`config.mk`:
```
export PLATFORM = sky130hd
export DESIGN_NAME = scw_writer
export DESIGN_NICKNAME = d
export VERILOG_FILES = /design/src/verilog/scw_pkg.sv /design/src/verilog/scw_writer.sv
export SDC_FILE = /design/constraint.sdc
export NUM_CORES = 1
export LEC_CHECK = 0
export BUFFER_PORTS_ARGS = -buffer_cell sky130_fd_sc_hd__buf_4
export CAP_MARGIN = 40
export CORE_ASPECT_RATIO = 0.5
export CORE_UTILIZATION = 30
export CTS_BUF_LIST = sky130_fd_sc_hd__clkbuf_2
export CTS_CLUSTER_DIAMETER = 80
export CTS_CLUSTER_SIZE = 10
export DETAILED_ROUTE_END_ITERATION = 16
export GPL_TIMING_DRIVEN = 0
export PLACE_DENSITY = 0.53
export SYNTH_ARGS = -nofsm -noshare
export SYNTH_HDL_FRONTEND = slang
export SYNTH_SLANG_ARGS = --single-unit
```
`constraint.sdc`:
```
create_clock -name i_clock -period 1.7 [get_ports i_clock]
set_input_delay 0.34 -clock i_clock [delete_from_list [all_inputs] [get_ports i_clock]]
set_output_delay 0.34 -clock i_clock [all_outputs]
set_load 0.03 [all_outputs]
```
`src/verilog/scw_pkg.sv`:
```
/*
 * Package for the serial configuration register writer: register
 * addresses, payload lengths and reset values.
 * Assumes a byte source that presents one received byte per strobe.
 */
package scw_pkg;
    localparam logic [7:0] ADDR_REINIT = 8'h01;
    localparam logic [7:0] ADDR_LED = 8'h02;
    localparam logic [7:0] ADDR_SYNTH = 8'h03;
    localparam logic [7:0] ADDR_TONE_LIST = 8'h04;
    localparam logic [7:0] ADDR_SEQ_CFG = 8'h05;
    localparam logic [7:0] ADDR_SWEEP_FIRST = 8'h06;
    localparam logic [7:0] ADDR_SWEEP_LAST = 8'h07;
    localparam logic [7:0] ADDR_SWEEP_INC = 8'h08;
    localparam logic [7:0] ADDR_HOLD_TIME = 8'h09;
    localparam logic [7:0] ADDR_REPEAT = 8'h0A;
    localparam logic [7:0] ADDR_UNUSED_0B = 8'h0B;
    localparam logic [7:0] ADDR_TABLE_TOTAL = 8'h0C;
    localparam logic [7:0] ADDR_TABLE_PUSH = 8'h0D;
    localparam logic [7:0] ADDR_TABLE_XFER = 8'h0E;
    localparam logic [7:0] ADDR_HOST_TRIG = 8'h0F;
    localparam logic [7:0] ADDR_FREQ = 8'h10;
    localparam logic [7:0] ADDR_POWER = 8'h11;
    localparam logic [7:0] ADDR_OUT_ON = 8'h12;

    localparam logic [2:0] LEN_BYTE1 = 3'h1;
    localparam logic [2:0] LEN_BYTE3 = 3'h3;
    localparam logic [2:0] LEN_BYTE5 = 3'h5;
    localparam logic [2:0] LEN_BYTE7 = 3'h7;

    localparam int REINIT_MODE_BIT = 0;

    localparam logic [7:0] RST_BYTE = 8'h00;
    localparam logic [23:0] RST_W24 = 24'h000000;
    localparam logic [39:0] RST_W40 = 40'h0000000000;
    localparam logic [55:0] RST_W56 = 56'h00000000000000;
    localparam logic [2:0] RST_COUNT = 3'h0;

    typedef enum logic [1:0] {
        SCW_ADDR = 2'b00,
        SCW_DATA = 2'b01,
        SCW_STALL = 2'b10
    } scw_state_e;
endpackage : scw_pkg

```
`src/verilog/scw_writer.sv`:
```
/*
 * Serial configuration register writer. Frames received bytes into an
 * address byte plus a fixed payload and loads the addressed register.
 * Assumes an SPI or RS232 receiver on the same clock delivering bytes
 * with a one-cycle strobe, most significant payload byte first.
 */
`timescale 1ns/1ps

// Overview of operation
// - Registers are write-only; no readback path exists.
// - Each register has its own fixed payload length on all links.
// - Wrong length misframes following bytes; unknown address stalls.
// - Transfer is one address byte then that register's payload bytes.
// - Frequency write is eight bytes: address plus seven payload bytes.
// - Reinit bit 0: zero keeps settings, one returns to power-up.
module scw_writer (
    input wire logic i_clock,
    input wire logic i_reset_n,
    input wire logic i_enable,
    input wire logic i_byte_valid,
    input wire logic [7:0] i_byte_data,
    output logic o_reinit_keep,
    output logic o_reinit_powerup,
    output logic [7:0] o_activity_led_control,
    output logic [7:0] o_synth_loop_config,
    output logic [7:0] o_tone_or_list_select,
    output logic [7:0] o_sequence_config,
    output logic [55:0] o_sweep_first_freq,
    output logic [55:0] o_sweep_last_freq,
    output logic [55:0] o_sweep_increment_freq,
    output logic [39:0] o_point_hold_time,
    output logic [39:0] o_repeat_total,
    output logic [23:0] o_table_point_total,
    output logic [55:0] o_table_entry_push,
    output logic o_table_entry_strobe,
    output logic [7:0] o_table_storage_transfer,
    output logic o_table_transfer_strobe,
    output logic o_host_trigger_strobe,
    output logic [55:0] o_output_freq_word,
    output logic o_output_freq_strobe,
    output logic [23:0] o_output_power_word,
    output logic [7:0] o_output_on_control,
    output logic o_stalled
);
    import scw_pkg::*;

    scw_state_e state_q;
    logic [7:0] addr_q;
    logic [2:0] remain_q;
    logic [55:0] shift_q;
    logic [2:0] len;
    logic [55:0] shift_d;
    logic done;

    // Payload length looked up from the address byte; zero means unknown.
    always_comb begin
        if (i_byte_data == ADDR_REINIT || i_byte_data == ADDR_LED ||
            i_byte_data == ADDR_SYNTH || i_byte_data == ADDR_TONE_LIST ||
            i_byte_data == ADDR_SEQ_CFG || i_byte_data == ADDR_UNUSED_0B ||
            i_byte_data == ADDR_TABLE_XFER ||
            i_byte_data == ADDR_HOST_TRIG ||
            i_byte_data == ADDR_OUT_ON) begin
            len = LEN_BYTE1;
        end else if (i_byte_data == ADDR_SWEEP_FIRST ||
            i_byte_data == ADDR_SWEEP_LAST ||
            i_byte_data == ADDR_SWEEP_INC ||
            i_byte_data == ADDR_TABLE_PUSH ||
            i_byte_data == ADDR_FREQ) begin
            len = LEN_BYTE7;
        end else if (i_byte_data == ADDR_HOLD_TIME ||
            i_byte_data == ADDR_REPEAT) begin
            len = LEN_BYTE5;
        end else if (i_byte_data == ADDR_TABLE_TOTAL ||
            i_byte_data == ADDR_POWER) begin
            len = LEN_BYTE3;
        end else begin
            len = RST_COUNT;
        end
    end

    assign shift_d = {shift_q[47:0], i_byte_data};
    assign done = i_enable && i_byte_valid && state_q == SCW_DATA &&
        remain_q == LEN_BYTE1;

    // Framing: address byte, then payload bytes, then a new address.
    always_ff @(posedge i_clock) begin
        if (!i_reset_n) begin
            state_q <= SCW_ADDR;
            addr_q <= RST_BYTE;
            remain_q <= RST_COUNT;
            shift_q <= RST_W56;
        end else if (i_enable && i_byte_valid) begin
            case (state_q)
                SCW_ADDR: begin
                    addr_q <= i_byte_data;
                    remain_q <= len;
                    shift_q <= RST_W56;
                    if (len == RST_COUNT) begin
                        state_q <= SCW_STALL;
                    end else begin
                        state_q <= SCW_DATA;
                    end
                end
                SCW_DATA: begin
                    shift_q <= shift_d;
                    remain_q <= remain_q - LEN_BYTE1;
                    if (remain_q == LEN_BYTE1) begin
                        state_q <= SCW_ADDR;
                    end
                end
                SCW_STALL: begin
                    state_q <= SCW_STALL;
                end
                default: begin
                    state_q <= SCW_STALL;
                end
            endcase
        end
    end

    always_ff @(posedge i_clock) begin
        if (!i_reset_n) begin
            o_stalled <= 1'b0;
        end else if (i_enable) begin
            o_stalled <= state_q == SCW_STALL ||
                (state_q == SCW_ADDR && i_byte_valid && len == RST_COUNT);
        end
    end

    // Register load on the final payload byte; nothing is readable back.
    always_ff @(posedge i_clock) begin
        if (!i_reset_n) begin
            o_activity_led_control <= RST_BYTE;
        end else if (done && addr_q == ADDR_LED) begin
            o_activity_led_control <= i_byte_data;
        end
    end

    always_ff @(posedge i_clock) begin
        if (!i_reset_n) begin
            o_synth_loop_config <= RST_BYTE;
        end else if (done && addr_q == ADDR_SYNTH) begin
            o_synth_loop_config <= i_byte_data;
        end
    end

    always_ff @(posedge i_clock) begin
        if (!i_reset_n) begin
            o_tone_or_list_select <= RST_BYTE;
        end else if (done && addr_q == ADDR_TONE_LIST) begin
            o_tone_or_list_select <= i_byte_data;
        end
    end

    always_ff @(posedge i_clock) begin
        if (!i_reset_n) begin
            o_sequence_config <= RST_BYTE;
        end else if (done && addr_q == ADDR_SEQ_CFG) begin
            o_sequence_config <= i_byte_data;
        end
    end

    always_ff @(posedge i_clock) begin
        if (!i_reset_n) begin
            o_sweep_first_freq <= RST_W56;
        end else if (done && addr_q == ADDR_SWEEP_FIRST) begin
            o_sweep_first_freq <= shift_d;
        end
    end

    always_ff @(posedge i_clock) begin
        if (!i_reset_n) begin
            o_sweep_last_freq <= RST_W56;
        end else if (done && addr_q == ADDR_SWEEP_LAST) begin
            o_sweep_last_freq <= shift_d;
        end
    end

    always_ff @(posedge i_clock) begin
        if (!i_reset_n) begin
            o_sweep_increment_freq <= RST_W56;
        end else if (done && addr_q == ADDR_SWEEP_INC) begin
            o_sweep_increment_freq <= shift_d;
        end
    end

    always_ff @(posedge i_clock) begin
        if (!i_reset_n) begin
            o_point_hold_time <= RST_W40;
        end else if (done && addr_q == ADDR_HOLD_TIME) begin
            o_point_hold_time <= shift_d[39:0];
        end
    end

    always_ff @(posedge i_clock) begin
        if (!i_reset_n) begin
            o_repeat_total <= RST_W40;
        end else if (done && addr_q == ADDR_REPEAT) begin
            o_repeat_total <= shift_d[39:0];
        end
    end

    always_ff @(posedge i_clock) begin
        if (!i_reset_n) begin
            o_table_point_total <= RST_W24;
        end else if (done && addr_q == ADDR_TABLE_TOTAL) begin
            o_table_point_total <= shift_d[23:0];
        end
    end

    always_ff @(posedge i_clock) begin
        if (!i_reset_n) begin
            o_table_entry_push <= RST_W56;
        end else if (done && addr_q == ADDR_TABLE_PUSH) begin
            o_table_entry_push <= shift_d;
        end
    end

    always_ff @(posedge i_clock) begin
        if (!i_reset_n) begin
            o_table_storage_transfer <= RST_BYTE;
        end else if (done && addr_q == ADDR_TABLE_XFER) begin
            o_table_storage_transfer <= i_byte_data;
        end
    end

    always_ff @(posedge i_clock) begin
        if (!i_reset_n) begin
            o_output_freq_word <= RST_W56;
        end else if (done && addr_q == ADDR_FREQ) begin
            o_output_freq_word <= shift_d;
        end
    end

    always_ff @(posedge i_clock) begin
        if (!i_reset_n) begin
            o_output_power_word <= RST_W24;
        end else if (done && addr_q == ADDR_POWER) begin
            o_output_power_word <= shift_d[23:0];
        end
    end

    always_ff @(posedge i_clock) begin
        if (!i_reset_n) begin
            o_output_on_control <= RST_BYTE;
        end else if (done && addr_q == ADDR_OUT_ON) begin
            o_output_on_control <= i_byte_data;
        end
    end

    // Strobes marking writes that act, one cycle long while i_enable stays high; table push, table transfer and frequency writes also store.
    always_ff @(posedge i_clock) begin
        if (!i_reset_n) begin
            o_reinit_keep <= 1'b0;
        end else if (i_enable) begin
            o_reinit_keep <= done && addr_q == ADDR_REINIT &&
                !i_byte_data[REINIT_MODE_BIT];
        end
    end

    always_ff @(posedge i_clock) begin
        if (!i_reset_n) begin
            o_reinit_powerup <= 1'b0;
        end else if (i_enable) begin
            o_reinit_powerup <= done && addr_q == ADDR_REINIT &&
                i_byte_data[REINIT_MODE_BIT];
        end
    end

    always_ff @(posedge i_clock) begin
        if (!i_reset_n) begin
            o_table_entry_strobe <= 1'b0;
        end else if (i_enable) begin
            o_table_entry_strobe <= done && addr_q == ADDR_TABLE_PUSH;
        end
    end

    always_ff @(posedge i_clock) begin
        if (!i_reset_n) begin
            o_table_transfer_strobe <= 1'b0;
        end else if (i_enable) begin
            o_table_transfer_strobe <= done && addr_q == ADDR_TABLE_XFER;
        end
    end

    always_ff @(posedge i_clock) begin
        if (!i_reset_n) begin
            o_host_trigger_strobe <= 1'b0;
        end else if (i_enable) begin
            o_host_trigger_strobe <= done && addr_q == ADDR_HOST_TRIG;
        end
    end

    always_ff @(posedge i_clock) begin
        if (!i_reset_n) begin
            o_output_freq_strobe <= 1'b0;
        end else if (i_enable) begin
            o_output_freq_strobe <= done && addr_q == ADDR_FREQ;
        end
    end
endmodule : scw_writer

```
# Word-level counts from Yosys, hierarchy flattened
# Index checks and enable logic that the tools add are counted.
# word_totals
register_bits	524
in_bits	12
output_inout_bits	463
word_cells	121
# classes
n_addsub	1
n_eq_ne	39
muxes	9
reduce_logical	46
# ops
operator	count
8-bit by 4-bit == test with 1-bit output, second input constant	15
48-bit case mux with 2 select lines	1
8-bit by 3-bit == test with 1-bit output, second input constant	8
8-bit by 5-bit == test with 1-bit output, second input constant	6
8-bit by 2-bit == test with 1-bit output, second input constant	4
1-bit logical AND	24
8-bit by 1-bit == test with 1-bit output, second input constant	2
1-bit logical OR	15
3-bit two-way mux	3
2-bit two-way mux	3
3-bit case mux with 2 select lines	1
2-bit AND reduction	3
2-bit case mux with 2 select lines	1
3-bit by 1-bit == test with 1-bit output, second input constant	1
3-bit logical NOT	1
3-bit by 1-bit subtractor with 3-bit output, second input constant	1
2-bit by 1-bit == test with 1-bit output, second input constant	1
2-bit == test, second input constant	1
2-bit logical NOT	1
2-bit by 1-bit != test with 1-bit output, second input constant	1
2-bit nonzero test	1
1-bit logical NOT	1

# Longest topological paths before layout
# Gate-level depths: netlist of run 1.
# logic_depth
ltp_word	13
ltp_mapped	10
depth_no_buf	7

# Least setup slack after synthesis of run 1
# OpenSTA, ideal clock, no wires.
# synth_timing
kind	register to register
from	reg remain_q[1]
to	reg o_output_power_word[12]
setup_time_ns	0.073
arrival_ns	1.729
required_time_ns	1.627
slack_ns	-0.102
path_stages_with_launch	9
path_buffers	1
synth_period_minus_slack_ns	1.802
cell_sequence	dfxtp_1 > inv_1 > ha_1 > nand4b_4 > nor2_4 > nand2_4 > nor4_4 > buf_6 > mux2i_1
# synth_via
elab_chain_len	3
# synth_lines
element	line	text
start, declared	scw_writer.sv:49	logic [2:0] remain_q;
start signal, assigned	scw_writer.sv:96	remain_q <= len;
start signal, assigned	scw_writer.sv:106	remain_q <= remain_q - LEN_BYTE1;
3-bit by 1-bit == test with 1-bit output	scw_writer.sv:83	remain_q == LEN_BYTE1;
1-bit logical AND	scw_writer.sv:82	assign done = i_enable && i_byte_valid && state_q == SCW_DATA &&
1-bit logical AND	scw_writer.sv:238	end else if (done && addr_q == ADDR_POWER) begin
end signal, assigned	scw_writer.sv:239	o_output_power_word <= shift_d[23:0];
end, declared	scw_writer.sv:41	output logic [23:0] o_output_power_word,
# No other way between the ends.
# A chain may end at the register's enable or synchronous reset.

# Worst setup path after layout of run 1
# layout_timing
from	reg remain_q[1]
to	reg o_output_freq_word[48]
# layout_via
elab_chain_len	3
# layout_lines
element	line	text
3-bit by 1-bit == test with 1-bit output	scw_writer.sv:83	
1-bit logical AND	scw_writer.sv:82	
1-bit logical AND	scw_writer.sv:230	end else if (done && addr_q == ADDR_FREQ) begin
end signal, assigned	scw_writer.sv:231	o_output_freq_word <= shift_d;
end, declared	scw_writer.sv:39	output logic [55:0] o_output_freq_word,
# No other way between the ends.

==> metrics, run 1 <==
status=complete, but fails checks; failing checks=negative setup slack; worst hold path endpoint=o_tone_or_list_select[5]$_SDFFE_PN0P_; first drt pass iteration count=5; Flop pwr share=0.669; worst endpoint data arrival time=3000 ps; GRT Residual Overflow=0; ys flop type=dfxtp_1; H-tree Lvls=2; clock sink count=524; setup ws final=-354 ps; Tmin final=2050 ps; placed wire-length estimate=52.5 mm; RSZ-0062 raised after global routing=true; synth warn=0; detailed-route DRC error count=0; crit path buf inv count=4; ys async rst share=0; Period Utilization, post-route=1.21; internal power=13.5 mW; reg2reg start=remain_q[1]$_SDFFE_PN0P_; final core occ=0.481; critical path cell sequence=inv_2 -> ha_4 -> nand4b_4 -> nor2_4 -> nand2_4 -> nor4_4 -> buf_6 -> buf_12 -> buf_12 -> mux2i_2; Die Width=360 µm; worst slew pin tran=927 ps; gr usage total=0.230; fraction of layout instances using a drive strength above 1=0.525; cell taking the most area after synthesis=dfxtp_1; post-synthesis net count=1936; Max VDD drop=0.335 mV; clk root buf=clkbuf_2; Logic pwr share=0.046; Net Switching=4.96 mW; CP dominant cell by count=buf_12; Yosys cell types=46; crit path from=remain_q[1]$_SDFFE_PN0P_; io pins=475; Fmax achieved=0.487 GHz; via count=16900; Crit-path slowest cell=dfxtp_2; clock tree from TritonCTS=built; largest net degree at the start of global routing=15; Die Y-Extent=181 µm; number of nets with antenna violations after routing=0; vias in the first global route=16500; count of final setup violators=913; DR top layer=met4; max_slew headroom=0.382; CP Capture Type=flop; met3 WL=2.99 mm; area delta synth->final=58.3%; Nets=2687; clock skew=73.6 ps; final hold vios=0; die area=65100 µm²; HP Start=i_byte_data[5]; Synth top cells by count=526 x nand2_1, 524 x dfxtp_1, 385 x mux2i_1, 122 x nand3_1, 84 x clkbuf_1; Max stage delay on crit path=360 ps; EDFF count, synth=0; capturing point of the worst reg2reg path=o_output_freq_word[48]$_SDFFE_PN0P_; initial antenna violation count=3; Pwr Density=605 nW/µm²; CP max FO=8; later-pin clock latency in the skew report=1130 ps; sequential area share after synthesis=0.546; count leader, synth=nand2_1; Worst Path Required=2650 ps; Hold Path Class=in2reg; FP Rows=65; number of DRC markers in iteration 0=1071; number of max-cap violations=0; critical path class=reg2reg; vias per inst=4.82; FF-to-FF path depth=10; clk slew on worst S/H paths=200 ps; top-area cell type share of the netlist area=0.546; FF+latch count, synth=524; pre-CTS setup slack=-635 ps; Cells after Synth=1922; Metal-1 WL=32.9 mm; Clk network pwr share=0.285; worst reg2reg setup slack=-350 ps; cts bufs inserted=58; wire per inst=22.4 µm; # port buffers=467; Synth area leaders=dfxtp_1 55%, mux2i_1 20%, nand2_1 10%, nand3_1 3.2%, a21boi_0 2.3%; Slew Viols, Final=0; first-pass GRT wire length=111 mm; Pleak=13.7 nW; CP Launch Type=flop; hold_ws=104 ps; met2 WL=40.0 mm; GP Congestion=0.824; CP top delay family=simple AND/OR/NAND/NOR gates; Min-Delay Path Depth=4; Synth Cell Area=19200 µm²; Max Root-Sink Buffers=3; switching share of total power=0.269; Post-Route WL=78.6 mm; Initial Util=0.304; area of the core=63200 µm²; Post-Syn Area per Cell=9.99 µm²
-- cell type report --
class,instances,area (µm²)
fillers,5853,32800
diodes,2,5.00
repair buffers,701,8200
plain buffers,142,1300
flip-flops and latches,524,11100
clock inverters,2,12.5
well taps,837,1050
inverters,6,22.5
multi-input cells,1240,8450
clock buffers,59,295
-- per-layer routing --
layer,global-route usage,vias up
met5,0,-
met4,0.0826,0
met3,0.0334,139
met2,0.407,426
met1,0.284,8435
li1,-,7926
-- kinds of logic after synthesis --
logic type | after synthesis | share of synthesized area
flip-flops | 524 | 0.546
buffers and inverters | 159 | 0.0464
AO/OA/AOI/OAI | 151 | 0.0487
multiplexers | 385 | 0.201
adder cells (fa/ha/maj) | 2 | 0.00130
AND/OR/NAND/NOR | 701 | 0.157
-- registers in the layout (all words and copies together) (netlist names), 2 cells and up --
name	flops
addr_q	8
o_activity_led_control	8
o_output_freq_word	56
o_output_on_control	8
o_output_power_word	24
o_point_hold_time	40
o_repeat_total	40
o_sequence_config	8
o_sweep_first_freq	56
o_sweep_increment_freq	56
o_sweep_last_freq	56
o_synth_loop_config	8
o_table_entry_push	56
o_table_point_total	24
o_table_storage_transfer	8
o_tone_or_list_select	8
remain_q	3
shift_q	48
state_q	2
-- cells in the final DEF, fill, tap and decap left out, types with 3 or more instances in the layout --
cell,count
nand2_1,518
a21boi_0,58
buf_2,4
nand2_8,8
a21oi_1,5
clkbuf_8,5
clkbuf_1,61
nand2b_1,3
o21ai_1,43
nand3_2,51
buf_8,17
inv_1,5
clkbuf_2,73
buf_6,500
o21a_1,3
o22ai_1,3
nor2_1,9
nor4_4,4
mux2i_2,6
buf_16,30
nor2b_1,5
mux2i_1,379
dlygate4sd3_1,20
o21ai_0,6
buf_1,9
nand3_1,69
o21ai_2,27
nor2_4,3
buf_12,58
dfxtp_1,54
buf_4,121
dfxtp_2,468
-- power by group through the flow --
stage | Clock [mW] | Sequential [mW] | Combinational, mW
after CTS | 5.44 | 12.3 | 0.793
after detailed placement | 0 | 12.6 | 0.700
after floorplan | 0 | 12.6 | 0.412
after global placement | 0 | 12.6 | 0.687
final | 5.25 | 12.3 | 0.838
after global routing | 5.95 | 12.3 | 0.887
-- worst max path at each step --
stage	slack (ps)	to	depth (start not counted)
CTS	-440	o_sweep_last_freq[18]	1
detailed placement	-640	o_output_freq_word[48]$_SDFFE_PN0P_	8
finish	-350	o_output_freq_word[48]$_SDFFE_PN0P_	10
global route	-470	o_output_freq_word[48]$_SDFFE_PN0P_	10
floorplan	-40	o_sweep_first_freq[0]$_SDFFE_PN0P_	9
global placement	-740	o_sweep_last_freq[48]$_SDFFE_PN0P_	5
-- worst register-to-register path, cell delays in order (launching register included) --
cell,delay [ps]
dfxtp_2,360
inv_2,70
ha_4,150
nand4b_4,130
nor2_4,160
nand2_4,100
nor4_4,230
buf_6,180
buf_12,180
buf_12,180
mux2i_2,200
-- timing repair --
action | CTS | global route
cloned | 42 | 3
endpoints found under the hold margin | 243 | 0
endpoints found under the setup margin | 949 | 983
pin swaps | 59 | 48
hold buffers | 20 | 0
gates resized for setup | 1173 | 161
buffers inserted | 107 | 71
-- metrics by stage --
step,TNS (ps),cells,total power [mW],area (µm²)
detailed placement,-211620,3231,13.3,23900
finish,-209340,3513,18.4,30400
CTS,-252710,3459,18.5,29700
global route,-309290,3512,19.2,30400
global placement,-230860,3226,13.3,23800
floorplan,-2880,1922,13.0,19300
Power figures use the tool's default switching activity.
==> run 2, diff against run 1 <==
- CORE_MARGIN: default -> 2
==> run 2 against run 1 <==
Against the previous run: the run still ends with negative setup slack left; clock power grew 3%; non-clock buffer count decreased by 3; critical path depth rose by 2; first-iteration DRC count shrank 20%; combinational power is 2.6% lower; count of clock-buffer cells in the layout down 1; utilization fell by 0.17 points; worst setup slack lost 150 ps; register-to-register slack worse by 150 ps; clock skew is 22 ps higher; final cell count fell by 0.11%; routed wire length decreased by 0.21%; largest cell class unchanged; highest routed layer unchanged.
==> metrics, run 2 (synthesis results as in run 1) <==
status=complete, but fails checks; failing checks=negative setup slack; vias in the first global route=15800 (-4.4%); gr usage total=0.216 (-0.0138); worst endpoint data arrival time=3250 ps (+250 ps); max_slew headroom=0.330 (-0.0520); Slew Viols, Final=0 (unchanged); critical path cell sequence=inv_2 -> ha_4 -> nand4b_4 -> buf_4 -> nor2_4 -> buf_4 -> nand2_4 -> buf_6 -> nor4_4 -> buf_6 -> clkbuf_16 -> mux2i_1; Hold Path Class=in2reg; Crit-path slowest cell=dfxtp_2; Fmax achieved=0.454 GHz (-6.7%); die area=66200 µm² (+1.7%); first-pass GRT wire length=106 mm (-4.2%); number of nets with antenna violations after routing=0 (unchanged); Initial Util=0.304 (unchanged); Max Root-Sink Buffers=3 (unchanged); detailed-route DRC error count=0 (unchanged); GRT Residual Overflow=0 (unchanged); CP top delay family=buffers and inverters; clock tree from TritonCTS=built; Pwr Density=612 nW/µm² (+1.1%); Max stage delay on crit path=370 ps (about the same); first drt pass iteration count=5 (unchanged); clock skew=95.4 ps (+21.8 ps); vias per inst=4.79 (-0.55%); setup ws final=-501 ps (-147 ps); GP Congestion=0.797 (-3.3%); clk root buf=clkbuf_2; RSZ-0062 raised after global routing=true; Die Width=362 µm (+0.56%); reg2reg start=remain_q[1]$_SDFFE_PN0P_; initial antenna violation count=1 (-2); area delta synth->final=57.8%; number of DRC markers in iteration 0=856 (-20%); CP Capture Type=flop; Post-Route WL=78.4 mm (-0.21%); clock sink count=524 (unchanged); CP Launch Type=flop; Max VDD drop=0.478 mV (+43%); # port buffers=467 (unchanged); FP Rows=65 (unchanged); later-pin clock latency in the skew report=1140 ps (about the same); wire per inst=22.4 µm (about the same); Placed Instance Area=23900 µm² (about the same); final hold vios=0 (unchanged); via count=16800 (-0.66%); critical path class=reg2reg; pre-CTS setup slack=-614 ps (+20.8 ps); Pleak=13.7 nW (-0.18%); crit path buf inv count=6 (+2); HP Start=i_byte_data[5]; fin cells=3509 (-0.11%); placed wire-length estimate=52.7 mm (+0.26%); final core occ=0.479 (-0.00174); Period Utilization, post-route=1.29 (+0.0866); clk slew on worst S/H paths=210 ps (about the same); io pins=475 (unchanged); largest net degree at the start of global routing=15 (unchanged); placed insts=3229 (-0.062%); cts bufs inserted=58 (unchanged); fraction of layout instances using a drive strength above 1=0.517 (-0.00802); H-tree Lvls=2 (unchanged); area of the core=63200 µm² (unchanged); worst slew pin tran=1010 ps (+78.0 ps); CP max FO=8 (unchanged); overall power=18.5 mW (+0.73%); Die Y-Extent=183 µm (+1.1%); most frequent cells in the layout=518 x nand2_1, 489 x buf_6, 463 x dfxtp_2; Nets=2685 (-0.074%); commonest non-fill, non-tap cell in the layout=nand2_1; Tmin final=2200 ps (+147 ps); Worst Path Required=2750 ps (+100 ps); count of final setup violators=964 (+5.6%); crit path from=remain_q[1]$_SDFFE_PN0P_; number of max-cap violations=0 (unchanged); final instance area=30300 µm² (-0.36%)
run 2: path summary, 6_finish.rpt:
path	slack, ps	endpoint	depth (start not counted)
hold reg to reg	470	o_tone_or_list_select[2]$_SDFFE_PN0P_	2
hold / removal	110	shift_q[5]$_SDFFE_PN0P_	4
setup / recovery	-500	o_output_power_word[9]$_SDFFE_PN0P_	12
setup reg to reg	-500	o_output_power_word[9]$_SDFFE_PN0P_	12
run 2: cell type report:
class	count	area [µm²]
fillers	5776	32900
flip-flops and latches	524	11100
multi-input cells	1241	8420
repair buffers	692	8030
plain buffers	148	1370
well taps	837	1050
clock buffers	58	290
clock inverters	2	38.8
inverters	6	22.5
diodes	1	2.50
run 2: worst min-delay path: stages:
cell and delay [ps]:
dlygate4sd3_1 540, buf_4 170, nand3_1 90, a21boi_0 80
run 2: repair_timing:
action | in CTS | in global routing
endpoints found under the hold margin | 308 | 0
gates cloned | 16 | 29
setup endpoints to repair | 927 | 983
setup buffers | 59 | 109
gates resized for setup | 817 | 471
pin swaps | 23 | 48
hold buffers | 16 | 0
run 2: per-layer routing:
layer,up-vias,share of wire,global-route usage
met1,8395,0.42,0.268
li1,7911,-,-
met5,-,0,0
met2,367,0.51,0.385
met4,0,0.036,0.0687
met3,141,0.038,0.0345
run 2: stage by stage:
stage / TNS (ps) / hold slack [ps]
4_1_cts: -289290 / 0.883
3_5_place_dp: -203680 / 447
5_1_grt: -344040 / 44.4
6_report: -247070 / 107
2_1_floorplan: -2880 / 441
3_3_place_gp: -218980 / 444
run 2: power breakdown:
part,internal [mW],switching (mW),total [mW]
registers,12.3,0.0190,12.3
clock network,1.06,4.36,5.41
logic,0.212,0.604,0.816
==> run 3, diff against run 2 <==
- CELL_PAD_IN_SITES_DETAIL_PLACEMENT: default -> 1
- CELL_PAD_IN_SITES_GLOBAL_PLACEMENT: default -> 1
- PLACE_DENSITY: 0.53 -> 0.65
==> run 3 against run 2 <==
Against the previous run: the flow still finishes with violations (negative setup slack); combinational power up 5.8%; worst setup slack gained 64 ps; utilization up 0.89 points; hold slack lost 55 ps; maximum frequency increased by 3.0%.
==> metrics, run 3 (synthesis results as in run 1) <==
failing checks=negative setup slack; setup ws final=-437 ps (+63.9 ps); Max stage delay on crit path=370 ps (about the same); FF-to-FF path depth=10 (-2); # port buffers=467 (unchanged); CP top delay family=simple AND/OR/NAND/NOR gates; hold_ws=52.0 ps (-54.9 ps); most frequent cells in the layout=518 x nand2_1, 497 x buf_6, 469 x dfxtp_2; worst endpoint data arrival time=3150 ps (-100 ps); later-pin clock latency in the skew report=1140 ps (about the same); worst slew pin tran=929 ps (-75.9 ps); area delta synth->final=60.7%; clk slew on worst S/H paths=210 ps (about the same); overall power=18.6 mW (+0.21%); CP Launch Type=flop; cts bufs inserted=58 (unchanged); Pleak=14.0 nW (+2.4%); Max VDD drop=0.421 mV (-12%); via count=17700 (+5.5%); FP Rows=65 (unchanged); clk root buf=clkbuf_2; number of nets with antenna violations after routing=0 (unchanged); GRT Residual Overflow=0 (unchanged); critical path class=reg2reg; Pwr Density=602 nW/µm² (-1.6%); Die Y-Extent=183 µm (unchanged); RSZ-0062 raised after global routing=true; Period Utilization, post-route=1.26 (-0.0376); max_slew headroom=0.380 (+0.0506); initial antenna violation count=4 (+3); Max Root-Sink Buffers=3 (unchanged); Post-Route WL=86.7 mm (+10%); Nets=2743 (+2.2%); crit path buf inv count=4 (-2); reg2reg start=remain_q[1]$_SDFFE_PN0P_; first drt pass iteration count=5 (unchanged); placed wire-length estimate=56.4 mm (+7.2%); vias per inst=4.97 (+3.7%); Die Width=362 µm (unchanged); first-pass GRT wire length=123 mm (+15%); count of final setup violators=922 (-4.4%); number of DRC markers in iteration 0=937 (+9.5%); largest net degree at the start of global routing=15 (unchanged); Crit-path slowest cell=dfxtp_2; crit path from=remain_q[1]$_SDFFE_PN0P_; clock sink count=524 (unchanged); HP Start=i_byte_data[3]; Min-Delay Path Depth=4 (unchanged); H-tree Lvls=2 (unchanged); final hold vios=0 (unchanged); critical path cell sequence=inv_2 -> ha_4 -> nand4b_4 -> nor2_4 -> nand2_4 -> nor4_4 -> buf_6 -> buf_12 -> buf_12 -> mux2i_1; clock tree from TritonCTS=built; die area=66200 µm² (unchanged); clock skew=76.8 ps (-18.7 ps); number of max-cap violations=0 (unchanged); CP max FO=8 (unchanged); io pins=475 (unchanged); vias in the first global route=18200 (+15%); CP Capture Type=flop; wire per inst=24.3 µm (+8.6%); Tmin final=2140 ps (-63.9 ps); area of the core=63200 µm² (unchanged); CP dominant cell by count=buf_12; commonest non-fill, non-tap cell in the layout=nand2_1; fraction of layout instances using a drive strength above 1=0.539 (+0.0220); Hold Path Class=in2reg; detailed-route DRC error count=0 (unchanged); Initial Util=0.304 (unchanged); GP Congestion=0.807 (+1.3%); Slew Viols, Final=0 (unchanged); status=complete, but fails checks; critical path depth=10 (-2); Fmax achieved=0.468 GHz (+3.0%); gr usage total=0.247 (+0.0310); Worst Path Required=2720 ps (-30 ps)
==> run 3: changes by cell type in the layout (fill, tap and decap cells not counted), sizes merged <==
cell         change
buf             +85
clkbuf          -22
diode            +2
dlygate4sd3      -2
bufinv           -1
==> run 3: worst paths after layout <==
| path | to | slack [ps] |
|---|---|---|
| setup / recovery | o_output_freq_word[46]$_SDFFE_PN0P_ | -440 |
| hold reg to reg | o_output_freq_word[20]$_SDFFE_PN0P_ | 480 |
| setup reg to reg | o_output_freq_word[46]$_SDFFE_PN0P_ | -440 |
| hold / removal | o_tone_or_list_select[3]$_SDFFE_PN0P_ | 50 |
==> run 3: layout make-up <==
class                           count  area [µm²]
Clock buffer                       61         305
Timing Repair Buffer              752        8490
Buffer                            146        1350
Fill cell                        6789       32300
Clock inverter                      1        8.76
Sequential cell                   524       11100
Multi-Input combinational cell   1241        8540
Antenna cell                        3        7.51
Tap cell                          837        1050
Inverter                            6        22.5
==> run 3: worst register-to-register path: cells and delay by family, from the launching register on <==
family | cells | cell delay, ps
adders and majority gates | 1 | 150
buffers and inverters | 4 | 650
DFF | 1 | 370
muxes | 1 | 200
and+or+nand+nor | 4 | 700
==> run 3: where the power goes <==
part / switching, mW / internal, mW
clock network: 4.45 / 0.943
logic: 0.635 / 0.228
registers: 0.0220 / 12.3
==> run 3: routing by layer <==
layer | vias to the layer above | wire [µm] | GRT usage
met5 | - | 0 | 0
met2 | 441 | 44200 | 0.445
met4 | 0 | 3460 | 0.0855
met3 | 171 | 2980 | 0.0345
met1 | 9096 | 36000 | 0.303
li1 | 8032 | - | -
==> run 3: repair_timing <==
action | CTS | global route
gates resized for setup | 1175 | 195
hold endpoints to repair | 205 | 0
cloned | 41 | 5
setup endpoints to repair | 977 | 985
buffers inserted | 132 | 108
hold buffers | 14 | 0
pin swaps | 54 | 36
==> run 3: through the flow <==
| stage | cells | utilization | setup slack [ps] | setup TNS, ps | cell area (µm²) |
|---|---|---|---|---|---|
| 2_1_floorplan | 1922 | - | -42.6 | -2880 | 19300 |
| 3_3_place_gp | 3226 | 0.377 | -662 | -255600 | 23800 |
| 3_5_place_dp | 3230 | 0.378 | -705 | -249850 | 23900 |
| 4_1_cts | 3478 | 0.472 | -420 | -253740 | 29800 |
| 5_1_grt | 3570 | 0.488 | -472 | -311550 | 30900 |
| 6_report | 3571 | 0.488 | -437 | -238490 | 30900 |
